--- src/cce_pkg.sv ---
// Shared constants for the call and clear instruction executor
package cce_pkg;
  localparam int INSTR_W = 14;
  localparam int PC_W = 13;
  localparam int FILE_ADDR_W = 7;
  localparam int DATA_W = 8;
  localparam int IMM_W = 11;
  // Call pattern: bits 13:11 = 100
  localparam logic [2:0] CALL_OPC = 3'h4;
  localparam int CALL_OPC_LSB = 11;
  // Clear file register: bits 13:7 = 0000011
  localparam logic [6:0] CLR_FILE_OPC = 7'h03;
  localparam int CLR_FILE_LSB = 7;
  localparam logic [13:0] CLR_WORK_CODE = 14'h0103;
  localparam logic [13:0] CLR_WDOG_CODE = 14'h0064;
  // Latch bits copied into the upper program counter bits
  localparam int LATCH_HI = 4;
  localparam int LATCH_LO = 3;
  localparam int CALL_CYCLES = 2;
  localparam logic [PC_W-1:0] PC_RST = 13'h0000;
  localparam logic [DATA_W-1:0] ZERO_DATA = 8'h00;
  localparam logic [PC_W-1:0] PC_ONE = 13'h0001;
  localparam logic [FILE_ADDR_W-1:0] ADDR_RST = 7'h00;
  // Active-low status flags come up set
  localparam logic FLAG_N_RST = 1'h1;
  typedef enum logic [2:0] {CCE_NONE, CCE_CALL, CCE_CLR_FILE, CCE_CLR_WORK, CCE_CLR_WDOG} cce_op_t;
endpackage

--- src/cce_decode.sv ---
// Instruction word classifier for the call and clear instructions
`timescale 1ns/1ps
module cce_decode (
  // Instruction word
  input wire logic [13:0] instr,
  // Decoded operation
  output cce_pkg::cce_op_t op
);
  always_comb begin
    op = cce_pkg::CCE_NONE;
    if (instr[cce_pkg::INSTR_W-1:cce_pkg::CALL_OPC_LSB] == cce_pkg::CALL_OPC) begin
      op = cce_pkg::CCE_CALL;
    end else if (instr == cce_pkg::CLR_WORK_CODE) begin
      op = cce_pkg::CCE_CLR_WORK;
    end else if (instr == cce_pkg::CLR_WDOG_CODE) begin
      op = cce_pkg::CCE_CLR_WDOG;
    end else if (instr[cce_pkg::INSTR_W-1:cce_pkg::CLR_FILE_LSB] == cce_pkg::CLR_FILE_OPC) begin
      op = cce_pkg::CCE_CLR_FILE;
    end
  end
endmodule // cce_decode

--- src/cce_exec.sv ---
// Execution of subroutine call and the clear instructions
//
// What this block does
// - Call pushes current PC plus one
// - Call loads 11-bit immediate into PC[10:0]
// - Call copies latch bits 4:3 into PC[12:11]
// - Call decodes, takes two cycles, no flags
// - Clear-W zeroes working register, sets zero
// - Clear-watchdog zeroes watchdog counter in one cycle
// - Clear-watchdog also zeroes prescaler, same cycle
// - Clear-watchdog sets timeout and powerdown flags
`timescale 1ns/1ps
module cce_exec (
  // Clock and reset
  input wire logic ref_clk,
  input wire logic sys_rst,
  // Instruction issue from the fetch stage, same clock
  input wire logic instr_valid,
  input wire logic [13:0] instr,
  input wire logic [12:0] pc_in,
  input wire logic [7:0] pc_high_latch,
  // Core state updates
  output logic busy,
  output logic done,
  output logic [12:0] pc_out,
  output logic pc_load,
  output logic [12:0] stack_top,
  output logic stack_push,
  output logic [7:0] working_reg,
  output logic w_write,
  output logic [6:0] file_addr,
  output logic [7:0] file_data,
  output logic file_write,
  output logic zero_flag_set,
  output logic timeout_flag_n,
  output logic powerdown_flag_n,
  output logic watchdog_clear,
  output logic prescaler_clear
);
  typedef struct packed {
    logic busy;
    logic done;
    logic [12:0] pc;
    logic pc_load;
    logic [12:0] stk_top;
    logic push;
    logic [7:0] w;
    logic w_we;
    logic [6:0] faddr;
    logic [7:0] fdata;
    logic f_we;
    logic zset;
    logic tmo_n;
    logic pwd_n;
    logic wdog_clr;
    logic pre_clr;
  } cce_state_t;

  cce_state_t st_r;
  cce_state_t st_nxt;
  cce_pkg::cce_op_t op;

  cce_decode u_dec (
    .instr(instr),
    .op(op)
  );

  // State after reset: flags come up set, as after power-on
  function automatic cce_state_t reset_state();
    cce_state_t s;
    s.busy = 1'h0;
    s.done = 1'h0;
    s.pc = cce_pkg::PC_RST;
    s.pc_load = 1'h0;
    s.stk_top = cce_pkg::PC_RST;
    s.push = 1'h0;
    s.w = cce_pkg::ZERO_DATA;
    s.w_we = 1'h0;
    s.faddr = cce_pkg::ADDR_RST;
    s.fdata = cce_pkg::ZERO_DATA;
    s.f_we = 1'h0;
    s.zset = 1'h0;
    s.tmo_n = cce_pkg::FLAG_N_RST;
    s.pwd_n = cce_pkg::FLAG_N_RST;
    s.wdog_clr = 1'h0;
    s.pre_clr = 1'h0;
    return s;
  endfunction

  // Strobes last one cycle; data fields hold until rewritten
  function automatic cce_state_t drop_strobes(input cce_state_t cur);
    cce_state_t s;
    s = cur;
    s.done = 1'h0;
    s.pc_load = 1'h0;
    s.push = 1'h0;
    s.w_we = 1'h0;
    s.f_we = 1'h0;
    s.zset = 1'h0;
    s.wdog_clr = 1'h0;
    s.pre_clr = 1'h0;
    return s;
  endfunction

  // Wraps at the top of program memory, as the counter does
  function automatic logic [12:0] return_addr(input logic [12:0] pc);
    return_addr = pc + cce_pkg::PC_ONE;
  endfunction

  // Only two latch bits reach the counter; the rest are ignored
  function automatic logic [12:0] call_target(input logic [7:0] latch, input logic [13:0] word);
    call_target = {latch[cce_pkg::LATCH_HI:cce_pkg::LATCH_LO], word[cce_pkg::IMM_W-1:0]};
  endfunction

  // Stack depth is not tracked here; the stack counts its own pushes
  function automatic cce_state_t do_call(input cce_state_t cur, input logic [12:0] pc,
    input logic [7:0] latch, input logic [13:0] word);
    cce_state_t s;
    s = cur;
    s.stk_top = return_addr(pc);
    s.push = 1'h1;
    s.pc = call_target(latch, word);
    s.pc_load = 1'h1;
    s.busy = 1'h1;
    return s;
  endfunction

  function automatic cce_state_t do_clear_work(input cce_state_t cur);
    cce_state_t s;
    s = cur;
    s.w = cce_pkg::ZERO_DATA;
    s.w_we = 1'h1;
    s.zset = 1'h1;
    s.done = 1'h1;
    return s;
  endfunction

  function automatic cce_state_t do_clear_file(input cce_state_t cur,
    input logic [13:0] word);
    cce_state_t s;
    s = cur;
    s.faddr = word[cce_pkg::FILE_ADDR_W-1:0];
    s.fdata = cce_pkg::ZERO_DATA;
    s.f_we = 1'h1;
    s.zset = 1'h1;
    s.done = 1'h1;
    return s;
  endfunction

  function automatic cce_state_t do_clear_wdog(input cce_state_t cur);
    cce_state_t s;
    s = cur;
    s.wdog_clr = 1'h1;
    s.pre_clr = 1'h1;
    s.tmo_n = 1'h1;
    s.pwd_n = 1'h1;
    s.done = 1'h1;
    return s;
  endfunction

  // A word that matches nothing drops the strobes; data fields keep their value
  always_comb begin
    st_nxt = drop_strobes(st_r);
    if (st_r.busy) begin
      st_nxt.busy = 1'h0;
      st_nxt.done = 1'h1;
    end else if (instr_valid) begin
      case (op)
        cce_pkg::CCE_CALL: begin
          st_nxt = do_call(st_nxt, pc_in, pc_high_latch, instr);
        end
        cce_pkg::CCE_CLR_WORK: begin
          st_nxt = do_clear_work(st_nxt);
        end
        cce_pkg::CCE_CLR_FILE: begin
          st_nxt = do_clear_file(st_nxt, instr);
        end
        cce_pkg::CCE_CLR_WDOG: begin
          st_nxt = do_clear_wdog(st_nxt);
        end
        default: begin
          st_nxt.done = 1'h0;
        end
      endcase
    end
  end

  always_ff @(posedge ref_clk) begin
    if (sys_rst) begin
      st_r <= reset_state();
    end else begin
      st_r <= st_nxt;
    end
  end

  // Every output is a register field
  assign busy = st_r.busy;
  assign done = st_r.done;
  assign pc_out = st_r.pc;
  assign pc_load = st_r.pc_load;
  assign stack_top = st_r.stk_top;
  assign stack_push = st_r.push;
  assign working_reg = st_r.w;
  assign w_write = st_r.w_we;
  assign file_addr = st_r.faddr;
  assign file_data = st_r.fdata;
  assign file_write = st_r.f_we;
  assign zero_flag_set = st_r.zset;
  assign timeout_flag_n = st_r.tmo_n;
  assign powerdown_flag_n = st_r.pwd_n;
  assign watchdog_clear = st_r.wdog_clr;
  assign prescaler_clear = st_r.pre_clr;
endmodule // cce_exec

--- config.mk ---
export PLATFORM = sky130hd
export DESIGN_NAME = cce_exec
export DESIGN_NICKNAME = d
export VERILOG_FILES = /design/src/cce_pkg.sv /design/src/cce_decode.sv /design/src/cce_exec.sv
export SDC_FILE = /design/constraint.sdc
export NUM_CORES = 1
export LEC_CHECK = 0
export BUFFER_PORTS_ARGS = -buffer_cell sky130_fd_sc_hd__buf_2
export CAP_MARGIN = 20
export CORE_MARGIN = 5
export CORE_UTILIZATION = 44
export DETAILED_ROUTE_END_ITERATION = 8
export GPL_ROUTABILITY_DRIVEN = 0
export PLACE_DENSITY = 0.79
export SLEW_MARGIN = 5
export SYNTH_ARGS = -nofsm -noshare
export SYNTH_HDL_FRONTEND = slang
export SYNTH_SLANG_ARGS = --single-unit
--- constraint.sdc ---
create_clock -name ref_clk -period 2.1 [get_ports ref_clk]
set_clock_uncertainty 0.2 [all_clocks]
set_input_delay 0.42 -clock ref_clk [delete_from_list [all_inputs] [get_ports ref_clk]]
set_output_delay 0.42 -clock ref_clk [all_outputs]
set_load 0.02 [all_outputs]
==> impl_metrics.prom, run 1 <==
# TYPE chip_impl_metric gauge
chip_impl_info{name="critical_path.reg2reg.startpoint",value="pc_load"} 1
chip_impl_info{name="holdPathEnd",value="stack_top[0]"} 1
chip_impl_metric{name="internal-power",unit="µW"} 1190
chip_impl_metric{name="setup_total_negative_slack",unit="ns"} 0
chip_impl_info{name="crit_type",value="flip-flop to flip-flop"} 1
chip_impl_metric{name="hold_viol",unit=""} 0
chip_impl_metric{name="port-buffer-count",unit=""} 75
chip_impl_metric{name="final_min_period_over_clock_period",unit="%"} 82.0
chip_impl_metric{name="route.detailed.wl_per_inst",unit="µm"} 12.8
chip_impl_info{name="synthFlopType",value="sky130_fd_sc_hd__dfxtp_1"} 1
chip_impl_metric{name="cts.sink_count",unit=""} 40
chip_impl_metric{name="yosysTopAreaCellShare",unit="%"} 44.5
chip_impl_metric{name="total_switching_power",unit="µW"} 383
chip_impl_metric{name="irDropWorstVdd",unit="mV"} 0.356
chip_impl_metric{name="cts-resized-gates",unit=""} 0
chip_impl_metric{name="relSlewSlack",unit="%"} 61.5
chip_impl_info{name="critical_r2r_capture",value="file_addr[5]"} 1
chip_impl_metric{name="drive_gt1_share",unit="%"} 33.0
chip_impl_metric{name="yosys.area_share.simple",unit="%"} 23.1
chip_impl_info{name="run_status",value="complete, no violations"} 1
chip_impl_metric{name="nets",unit=""} 320
chip_impl_info{name="holdCritPathClass",value="input port to flip-flop"} 1
chip_impl_metric{name="drt-pass1-iter-count",unit=""} 4
chip_impl_metric{name="worst_setup_hold_path_clk_slew",unit="ns"} 0.08
chip_impl_metric{name="timing.critical_path.fanout_max",unit=""} 7
chip_impl_metric{name="yosys_register_bits",unit=""} 40
chip_impl_metric{name="cts_buffer_count",unit=""} 5
chip_impl_info{name="holdCritStartpoint",value="pc_in[0]"} 1
chip_impl_metric{name="drtAntennaViolNets",unit=""} 0
chip_impl_metric{name="detail_route.iter0.violations",unit=""} 96
chip_impl_metric{name="grt_start_max_net_pins",unit=""} 33
chip_impl_info{name="synth.top_cells.by_area",value="sky130_fd_sc_hd__dfxtp_1 45%, sky130_fd_sc_hd__buf_4 8.8%, sky130_fd_sc_hd__nand2_1 6.9%, sky130_fd_sc_hd__nor2_1 6.1%, sky130_fd_sc_hd__a211oi_1 4.6%"} 1
chip_impl_metric{name="cts_post_setup_buffers_inserted",unit=""} 0
chip_impl_info{name="cts.root.buffer_cell",value="sky130_fd_sc_hd__clkbuf_8"} 1
chip_impl_metric{name="maxCapViolations",unit=""} 0
chip_impl_metric{name="timing.critical_path.required",unit="ns"} 2.05
chip_impl_metric{name="synth-adder-area-share",unit="%"} 0.695
chip_impl_metric{name="syn2layout_area_growth",unit="%"} 25.3
chip_impl_metric{name="power_frac_comb",unit="%"} 11.8
chip_impl_metric{name="whs_path_depth",unit=""} 2
chip_impl_metric{name="p_sw_share",unit="%"} 24.4
chip_impl_metric{name="finalSetupViolCount",unit=""} 0
chip_impl_info{name="synth.cells.most_frequent",value="40 x sky130_fd_sc_hd__dfxtp_1, 33 x sky130_fd_sc_hd__nand2_1, 29 x sky130_fd_sc_hd__nor2_1"} 1
chip_impl_metric{name="drt_wl_total",unit="µm"} 4240
chip_impl_metric{name="width_of_the_die",unit="µm"} 73.9
chip_impl_metric{name="floorplan.initialDensity",unit="%"} 45.3
chip_impl_metric{name="overflow",unit=""} 0
chip_impl_metric{name="yosys.cell_types.count",unit=""} 31
chip_impl_info{name="setup_repair_after_global_routing_missed_its_margin",value="false"} 1
chip_impl_metric{name="finalMaxSlewViolations",unit=""} 0
chip_impl_metric{name="synth.area.mux_share",unit="%"} 3.89
chip_impl_metric{name="ys.warnings.count",unit=""} 0
chip_impl_metric{name="syn-cell-area",unit="µm²"} 1800
chip_impl_metric{name="post_drt_via_cell_ratio",unit=""} 4.73
chip_impl_metric{name="drc_violations_left",unit=""} 0
chip_impl_metric{name="cts_hold_buffers",unit=""} 0
chip_impl_metric{name="fmax",unit="MHz"} 581
chip_impl_info{name="synth.most_common_cell",value="sky130_fd_sc_hd__dfxtp_1"} 1
chip_impl_info{name="kind_of_start_point_of_the_critical_path",value="flip-flop"} 1
chip_impl_metric{name="num_io_pins",unit=""} 98
chip_impl_metric{name="power_frac_seq",unit="%"} 49.6
chip_impl_metric{name="worstSkewPairLatency",unit="ns"} 0.29
chip_impl_metric{name="synth_area_per_cell",unit="µm²"} 8.61
chip_impl_metric{name="cts.htree.levels",unit=""} 2
chip_impl_metric{name="core.rowCount",unit=""} 23
chip_impl_metric{name="grt_first_pass_wirelength",unit="µm"} 6520
chip_impl_info{name="critPathCaptureType",value="flip-flop"} 1
chip_impl_metric{name="cts.path.max_buffers",unit=""} 2
chip_impl_metric{name="design.die.area",unit="µm²"} 5470
chip_impl_metric{name="groute.usage.overall",unit="%"} 15.8
chip_impl_info{name="synth_top_area_cell",value="sky130_fd_sc_hd__dfxtp_1"} 1
chip_impl_metric{name="final_core_util",unit="%"} 56.8
chip_impl_metric{name="synth_compound_gate_area_share",unit="%"} 10.7
chip_impl_info{name="cts_tree",value="yes"} 1
chip_impl_metric{name="slack_of_the_worst_reg_to_reg_path",unit="ns"} 0.38
chip_impl_metric{name="rr_worst_depth",unit=""} 4
chip_impl_metric{name="synth_xor_xnor_area_share",unit="%"} 5.35
chip_impl_metric{name="worst_slew_pin_slew",unit="ns"} 0.578
chip_impl_metric{name="sequential_fraction_of_the_synthesis_area",unit="%"} 44.5
chip_impl_metric{name="clkPwrFrac",unit="%"} 38.6
chip_impl_metric{name="vias",unit=""} 1570
chip_impl_metric{name="coreArea",unit="µm²"} 3970
chip_impl_metric{name="power.density",unit="nW/µm²"} 697
chip_impl_info{name="synth_top_family_by_area",value="simple AND/OR/NAND/NOR gates"} 1
chip_impl_metric{name="synth-async-reset-ratio",unit="%"} 0
chip_impl_metric{name="initial_antenna_violation_count",unit=""} 0
chip_impl_metric{name="final.min_clock_period",unit="ns"} 1.72
chip_impl_metric{name="leakage",unit="µW"} 0.00100
chip_impl_metric{name="via_count_of_the_first_global_routing_pass",unit=""} 1404
chip_impl_metric{name="floorplan.die.height",unit="µm"} 73.9
chip_impl_metric{name="synth-edff-count",unit=""} 0
chip_impl_metric{name="postSynthCellCount",unit=""} 209
chip_impl_metric{name="diode_count",unit=""} 0
chip_impl_metric{name="crit_arrival",unit="ns"} 1.67
chip_impl_metric{name="place.detailed.hpwl",unit="µm"} 3270
power by group through the flow:
stage	Clock, µW	Combinational (µW)	Sequential, µW
floorplan	0	114	815
CTS	626	187	779
detailed placement	0	186	797
finish	606	185	779
global placement	0	182	797
global route	651	204	781
metal layers:
metal / part of all wire [%] / GRT usage (%) / routed length (µm) / vias up
li1: - / - / - / 808
met4: 1.8 / 7.24 / 78 / 0
met1: 39 / 18.9 / 1670 / 703
met3: 8.6 / 4.59 / 367 / 8
met5: 0 / 0 / 0 / -
met2: 50 / 26.3 / 2130 / 51
cells by family (layout without fill, tap and decap cells):
logic type               after synthesis  after routing
multiplexers                           7              7
adder cells (fa/ha/maj)                1              1
other                                  1             16
flip-flops                            40             40
AND/OR/NAND/NOR                       87             87
AO/OA/AOI/OAI                         29             29
buffers and inverters                 33             91
XOR/XNOR                              11             11
layout by cell type, fill, tap and decap left out, types with 2 or more instances in the layout:
cell and count:
sky130_fd_sc_hd__buf_4 4, sky130_fd_sc_hd__mux2i_1 7, sky130_fd_sc_hd__and3_1 2, sky130_fd_sc_hd__buf_2 75, sky130_fd_sc_hd__a21oi_1 14, sky130_fd_sc_hd__inv_1 3, sky130_fd_sc_hd__nor4b_1 2, sky130_fd_sc_hd__nor4_2 2
sky130_fd_sc_hd__nor2_1 29, sky130_fd_sc_hd__xor2_1 2, sky130_fd_sc_hd__nand2_1 33, sky130_fd_sc_hd__clkbuf_8 5, sky130_fd_sc_hd__conb_1 16, sky130_fd_sc_hd__xnor2_1 9, sky130_fd_sc_hd__and4_1 2, sky130_fd_sc_hd__nand3_1 4
sky130_fd_sc_hd__nor3_1 5, sky130_fd_sc_hd__a211oi_1 11, sky130_fd_sc_hd__dfxtp_1 40, sky130_fd_sc_hd__a211oi_2 2
critical path: stages (launching register included):
cell and delay (ns):
sky130_fd_sc_hd__dfxtp_1 0.35, sky130_fd_sc_hd__nor2b_1 0.24, sky130_fd_sc_hd__and4_1 0.50, sky130_fd_sc_hd__mux2i_1 0.23
sky130_fd_sc_hd__nor2_1 0.06
through the flow:
step | hold slack (ns) | total power, µW | setup slack (ns) | std cells | area (µm²)
global route | 0.161 | 1640 | 0.245 | 332 | 2250
CTS | 0.146 | 1590 | 0.353 | 332 | 2250
global placement | 0.241 | 980 | 0.116 | 324 | 2150
detailed placement | 0.247 | 983 | 0.0894 | 324 | 2150
finish | 0.161 | 1570 | 0.379 | 332 | 2250
floorplan | 0.316 | 929 | 0.495 | 224 | 1860
registers in the layout, indices dropped and copies added (netlist names):
| signal | cells |
|---|---|
| pc_out | 13 |
| pc_load | 1 |
| zero_flag_set | 1 |
| timeout_flag_n | 1 |
| w_write | 1 |
| stack_top | 13 |
| watchdog_clear | 1 |
| file_addr | 7 |
| done | 1 |
| file_write | 1 |
worst max path at each step:
| stage | start | to | slack [ns] | cells past startpoint |
|---|---|---|---|---|
| final | pc_load | file_addr[5] | 0.38 | 4 |
| after floorplan | instr[10] | file_addr[0] | 0.49 | 5 |
| after detailed placement | instr[10] | file_addr[5] | 0.09 | 5 |
| after CTS | pc_load | file_addr[5] | 0.35 | 4 |
| after global placement | instr[10] | file_addr[1] | 0.12 | 5 |
| after global routing | pc_load | file_addr[2] | 0.25 | 4 |
layout make-up:
cell class              count  area, µm²
clock buffers               6       72.6
clock inverters             2       35.0
fillers                   393       1720
inverters                   3       11.3
multi-input cells         151        847
flip-flops and latches     40        801
well taps                  50       62.6
repair buffers             80        425
Note: power is estimated with default switching activity, not from simulation.
==> run 2: changes to the inputs <==
- ABC_AREA: not set -> 1
- CORE_UTILIZATION: 44 -> 46
- PLACE_DENSITY: 0.79 -> 0.8
- clock period: 2.1 -> 1.6 ns (I/O delays scaled with it)
==> impl_metrics.prom, run 2 <==
# TYPE chip_impl_metric gauge
chip_impl_info{name="run_status",value="complete, no violations"} 1
chip_impl_info{name="setup_repair_after_global_routing_missed_its_margin",value="false"} 1
chip_impl_metric{name="diode_count",unit=""} 0
chip_impl_metric{name="cts_buffer_count",unit=""} 5
chip_impl_metric{name="irDropWorstVdd",unit="mV"} 0.403
chip_impl_metric{name="route.detailed.wl_per_inst",unit="µm"} 12.1
chip_impl_metric{name="n_fill_cell",unit=""} 427
chip_impl_metric{name="crit_arrival",unit="ns"} 1.51
chip_impl_metric{name="syn-cell-area",unit="µm²"} 1980
chip_impl_metric{name="cts.htree.levels",unit=""} 2
chip_impl_metric{name="final_design_area_no_fill",unit="µm²"} 2460
chip_impl_metric{name="port-buffer-count",unit=""} 75
chip_impl_metric{name="vias",unit=""} 1937
chip_impl_metric{name="cts.path.max_buffers",unit=""} 2
chip_impl_metric{name="gr-usage-met1",unit="%"} 21.3
chip_impl_metric{name="via_count_of_the_first_global_routing_pass",unit=""} 1884
chip_impl_metric{name="synth_area_per_cell",unit="µm²"} 7.15
chip_impl_info{name="critPathCaptureType",value="flip-flop"} 1
chip_impl_metric{name="setup_total_negative_slack",unit="ns"} 0
chip_impl_info{name="holdCritPathClass",value="input port to flip-flop"} 1
chip_impl_metric{name="ys.warnings.count",unit=""} 0
chip_impl_metric{name="floorplan.initialDensity",unit="%"} 48.4
chip_impl_metric{name="rr_worst_depth",unit=""} 6
chip_impl_metric{name="floorplan.die.height",unit="µm"} 75.6
chip_impl_metric{name="nets",unit=""} 393
chip_impl_info{name="setup.worst_path.end",value="pc_out[9]"} 1
chip_impl_info{name="synth.most_common_cell",value="sky130_fd_sc_hd__nand2_1"} 1
chip_impl_metric{name="postSynthCellCount",unit=""} 277
chip_impl_metric{name="initial_antenna_violation_count",unit=""} 0
chip_impl_metric{name="final_min_period_over_clock_period",unit="%"} 92.7
chip_impl_info{name="layout_commonest_cell",value="sky130_fd_sc_hd__buf_2"} 1
chip_impl_metric{name="final_core_util",unit="%"} 60.2
chip_impl_info{name="critical_path.startpoint",value="pc_load"} 1
chip_impl_metric{name="detail_route.iter0.violations",unit=""} 64
chip_impl_metric{name="post_drt_via_cell_ratio",unit=""} 4.78
chip_impl_metric{name="yosys_register_bits",unit=""} 40
chip_impl_metric{name="core.rowCount",unit=""} 23
chip_impl_metric{name="place_inst",unit=""} 397
chip_impl_metric{name="hold_viol",unit=""} 0
chip_impl_metric{name="drc_violations_left",unit=""} 0
chip_impl_metric{name="synth-edff-count",unit=""} 0
chip_impl_info{name="critical_r2r_capture",value="pc_out[9]"} 1
chip_impl_metric{name="overflow",unit=""} 0
chip_impl_metric{name="grt.met3_usage",unit="%"} 5.01
chip_impl_metric{name="groute.usage.overall",unit="%"} 18.2
chip_impl_info{name="synth.top_cells.by_area",value="sky130_fd_sc_hd__dfxtp_1 40%, sky130_fd_sc_hd__nand2_1 11%, sky130_fd_sc_hd__nor2_1 8.7%, sky130_fd_sc_hd__buf_4 8.0%, sky130_fd_sc_hd__a21oi_1 5.1%"} 1
chip_impl_info{name="kind_of_start_point_of_the_critical_path",value="flip-flop"} 1
chip_impl_metric{name="yosysTopAreaCellShare",unit="%"} 40.5
chip_impl_info{name="synthFlopType",value="sky130_fd_sc_hd__dfxtp_1"} 1
chip_impl_info{name="mostFrequentLayoutCells",value="75 x sky130_fd_sc_hd__buf_2, 56 x sky130_fd_sc_hd__nand2_1, 46 x sky130_fd_sc_hd__nor2_1, 40 x sky130_fd_sc_hd__dfxtp_1, 22 x sky130_fd_sc_hd__inv_1"} 1
chip_impl_info{name="gr-max-usage-layer",value="met2"} 1
chip_impl_metric{name="fin_hold_ws",unit="ns"} 0.0457
chip_impl_metric{name="width_of_the_die",unit="µm"} 75.6
chip_impl_info{name="holdCritStartpoint",value="sys_rst"} 1
chip_impl_metric{name="drive_gt1_share",unit="%"} 29.3
chip_impl_metric{name="yosys.cell_types.count",unit=""} 26
chip_impl_info{name="critical_path.reg2reg.startpoint",value="pc_load"} 1
chip_impl_metric{name="finalSetupViolCount",unit=""} 0
chip_impl_metric{name="worstSkewPairLatency",unit="ns"} 0.30
chip_impl_metric{name="synth-async-reset-ratio",unit="%"} 0
chip_impl_metric{name="grt_start_max_net_pins",unit=""} 22
chip_impl_metric{name="slack_of_the_worst_reg_to_reg_path",unit="ns"} 0.12
chip_impl_metric{name="cts_hold_buffers",unit=""} 0
chip_impl_metric{name="num_io_pins",unit=""} 98
chip_impl_metric{name="design.die.area",unit="µm²"} 5710
chip_impl_metric{name="layoutNonFillerInstCount",unit=""} 405
chip_impl_info{name="cts_tree",value="yes"} 1
chip_impl_metric{name="timing.critical_path.required",unit="ns"} 1.62
chip_impl_metric{name="groute.layer.met2.usage",unit="%"} 30.5
chip_impl_info{name="cts.root.buffer_cell",value="sky130_fd_sc_hd__clkbuf_8"} 1
chip_impl_metric{name="drtAntennaViolNets",unit=""} 0
chip_impl_metric{name="leakage",unit="µW"} 0.00127
chip_impl_metric{name="cts_post_setup_buffers_inserted",unit=""} 0
chip_impl_metric{name="timing.critical_path.fanout_max",unit=""} 19
chip_impl_metric{name="place.detailed.hpwl",unit="µm"} 3810
chip_impl_metric{name="drt_wl_total",unit="µm"} 4880
chip_impl_metric{name="sequential_fraction_of_the_synthesis_area",unit="%"} 40.5
chip_impl_metric{name="power.density",unit="nW/µm²"} 821
chip_impl_metric{name="worst_setup_hold_path_clk_slew",unit="ns"} 0.08
chip_impl_metric{name="fmax",unit="MHz"} 674
chip_impl_info{name="synth.cells.most_frequent",value="56 x sky130_fd_sc_hd__nand2_1, 46 x sky130_fd_sc_hd__nor2_1, 40 x sky130_fd_sc_hd__dfxtp_1"} 1
chip_impl_metric{name="grt_first_pass_wirelength",unit="µm"} 7960
chip_impl_metric{name="cts.sink_count",unit=""} 40
chip_impl_metric{name="syn2layout_area_growth",unit="%"} 24.3
chip_impl_info{name="crit_type",value="flip-flop to flip-flop"} 1
chip_impl_metric{name="finalMaxSlewViolations",unit=""} 0
chip_impl_metric{name="drt-pass1-iter-count",unit=""} 4
chip_impl_metric{name="final.min_clock_period",unit="ns"} 1.48
chip_impl_metric{name="place_area",unit="µm²"} 2360
chip_impl_metric{name="coreArea",unit="µm²"} 4090
chip_impl_info{name="synth_top_area_cell",value="sky130_fd_sc_hd__dfxtp_1"} 1
chip_impl_metric{name="maxCapViolations",unit=""} 0
==> run 2: cell types whose count changed after synthesis, moves of 8 or more <==
cell                       delta
sky130_fd_sc_hd__a211oi_1    -11
sky130_fd_sc_hd__inv_1       +19
sky130_fd_sc_hd__nand2_1     +23
sky130_fd_sc_hd__nand3_1     +14
sky130_fd_sc_hd__nor2_1      +17
sky130_fd_sc_hd__o21ai_0     +16
sky130_fd_sc_hd__xnor2_1      -8
==> run 2: how the worst min path moves through the flow <==
stage | endpoint | slack [ns] | cells past startpoint
2_1_floorplan | stack_top[0] | 0.21 | 1
3_3_place_gp | timeout_flag_n | 0.25 | 2
3_5_place_dp | stack_top[8] | 0.25 | 2
4_1_cts | watchdog_clear | 0.04 | 2
5_1_grt | pc_out[12] | 0.05 | 3
6_report | watchdog_clear | 0.05 | 2
==> run 2: logic make-up (layout without fill, tap and decap cells) <==
family	count (synthesis)	in the layout	share of synthesized area, %
AOI/OAI and AO/OA	40	40	10.6
xor gates and xnor gates	2	2	0.885
adders and majority gates	1	1	0.632
buffers and inverters	53	116	15.5
DFF	40	40	40.5
other	1	16	0.189
and+or+nand+nor	140	140	31.7
==> run 2: final cells by class <==
| type | count | area [µm²] | share of cell area [%] |
|---|---|---|---|
| multi-input combinational | 199 | 927 | 37.7 |
| sequential | 40 | 801 | 32.5 |
| timing repair buffer | 84 | 480 | 19.5 |
| inverter | 24 | 92.6 | 3.76 |
| clock buffer | 6 | 82.6 | 3.36 |
| tap | 50 | 62.6 | 2.54 |
| clock inverter | 2 | 15.0 | 0.610 |
==> run 2: metal layers <==
metal | part of all wire (%) | up-vias
li1 | - | 995
met1 | 42 | 859
met2 | 48 | 69
met3 | 7.0 | 14
met4 | 3.0 | 0
met5 | 0 | -
==> run 2: critical path, cell delays in order, from the launching register on <==
cell	delay, ns
sky130_fd_sc_hd__dfxtp_1	0.34
sky130_fd_sc_hd__inv_1	0.10
sky130_fd_sc_hd__nand2_2	0.10
sky130_fd_sc_hd__nor2_4	0.20
sky130_fd_sc_hd__buf_12	0.17
sky130_fd_sc_hd__o21ai_0	0.11
sky130_fd_sc_hd__a21oi_1	0.18
==> run 2: power by group <==
part / leakage [µW] / switching (µW) / internal, µW / total [µW]
Sequential: 0.000324 / 9.73 / 1010 / 1020
Combinational: 0.000902 / 187 / 95.4 / 282
Clock: 0.0000434 / 365 / 349 / 714
Total: 0.00127 / 562 / 1460 / 2020
==> run 2: what timing repair did <==
action	4_1_cts	5_1_grt
hold endpoints to repair	0	0
endpoints found under the setup margin	0	1
resized for setup	0	2
==> run 2: through the flow <==
| step | setup slack [ns] | power (µW) |
|---|---|---|
| 2_1_floorplan | 0.138 | 1250 |
| 3_3_place_gp | 0.0453 | 1320 |
| 3_5_place_dp | -0.0116 | 1330 |
| 4_1_cts | 0.0719 | 2050 |
| 5_1_grt | 0.0221 | 2120 |
| 6_report | 0.116 | 2020 |
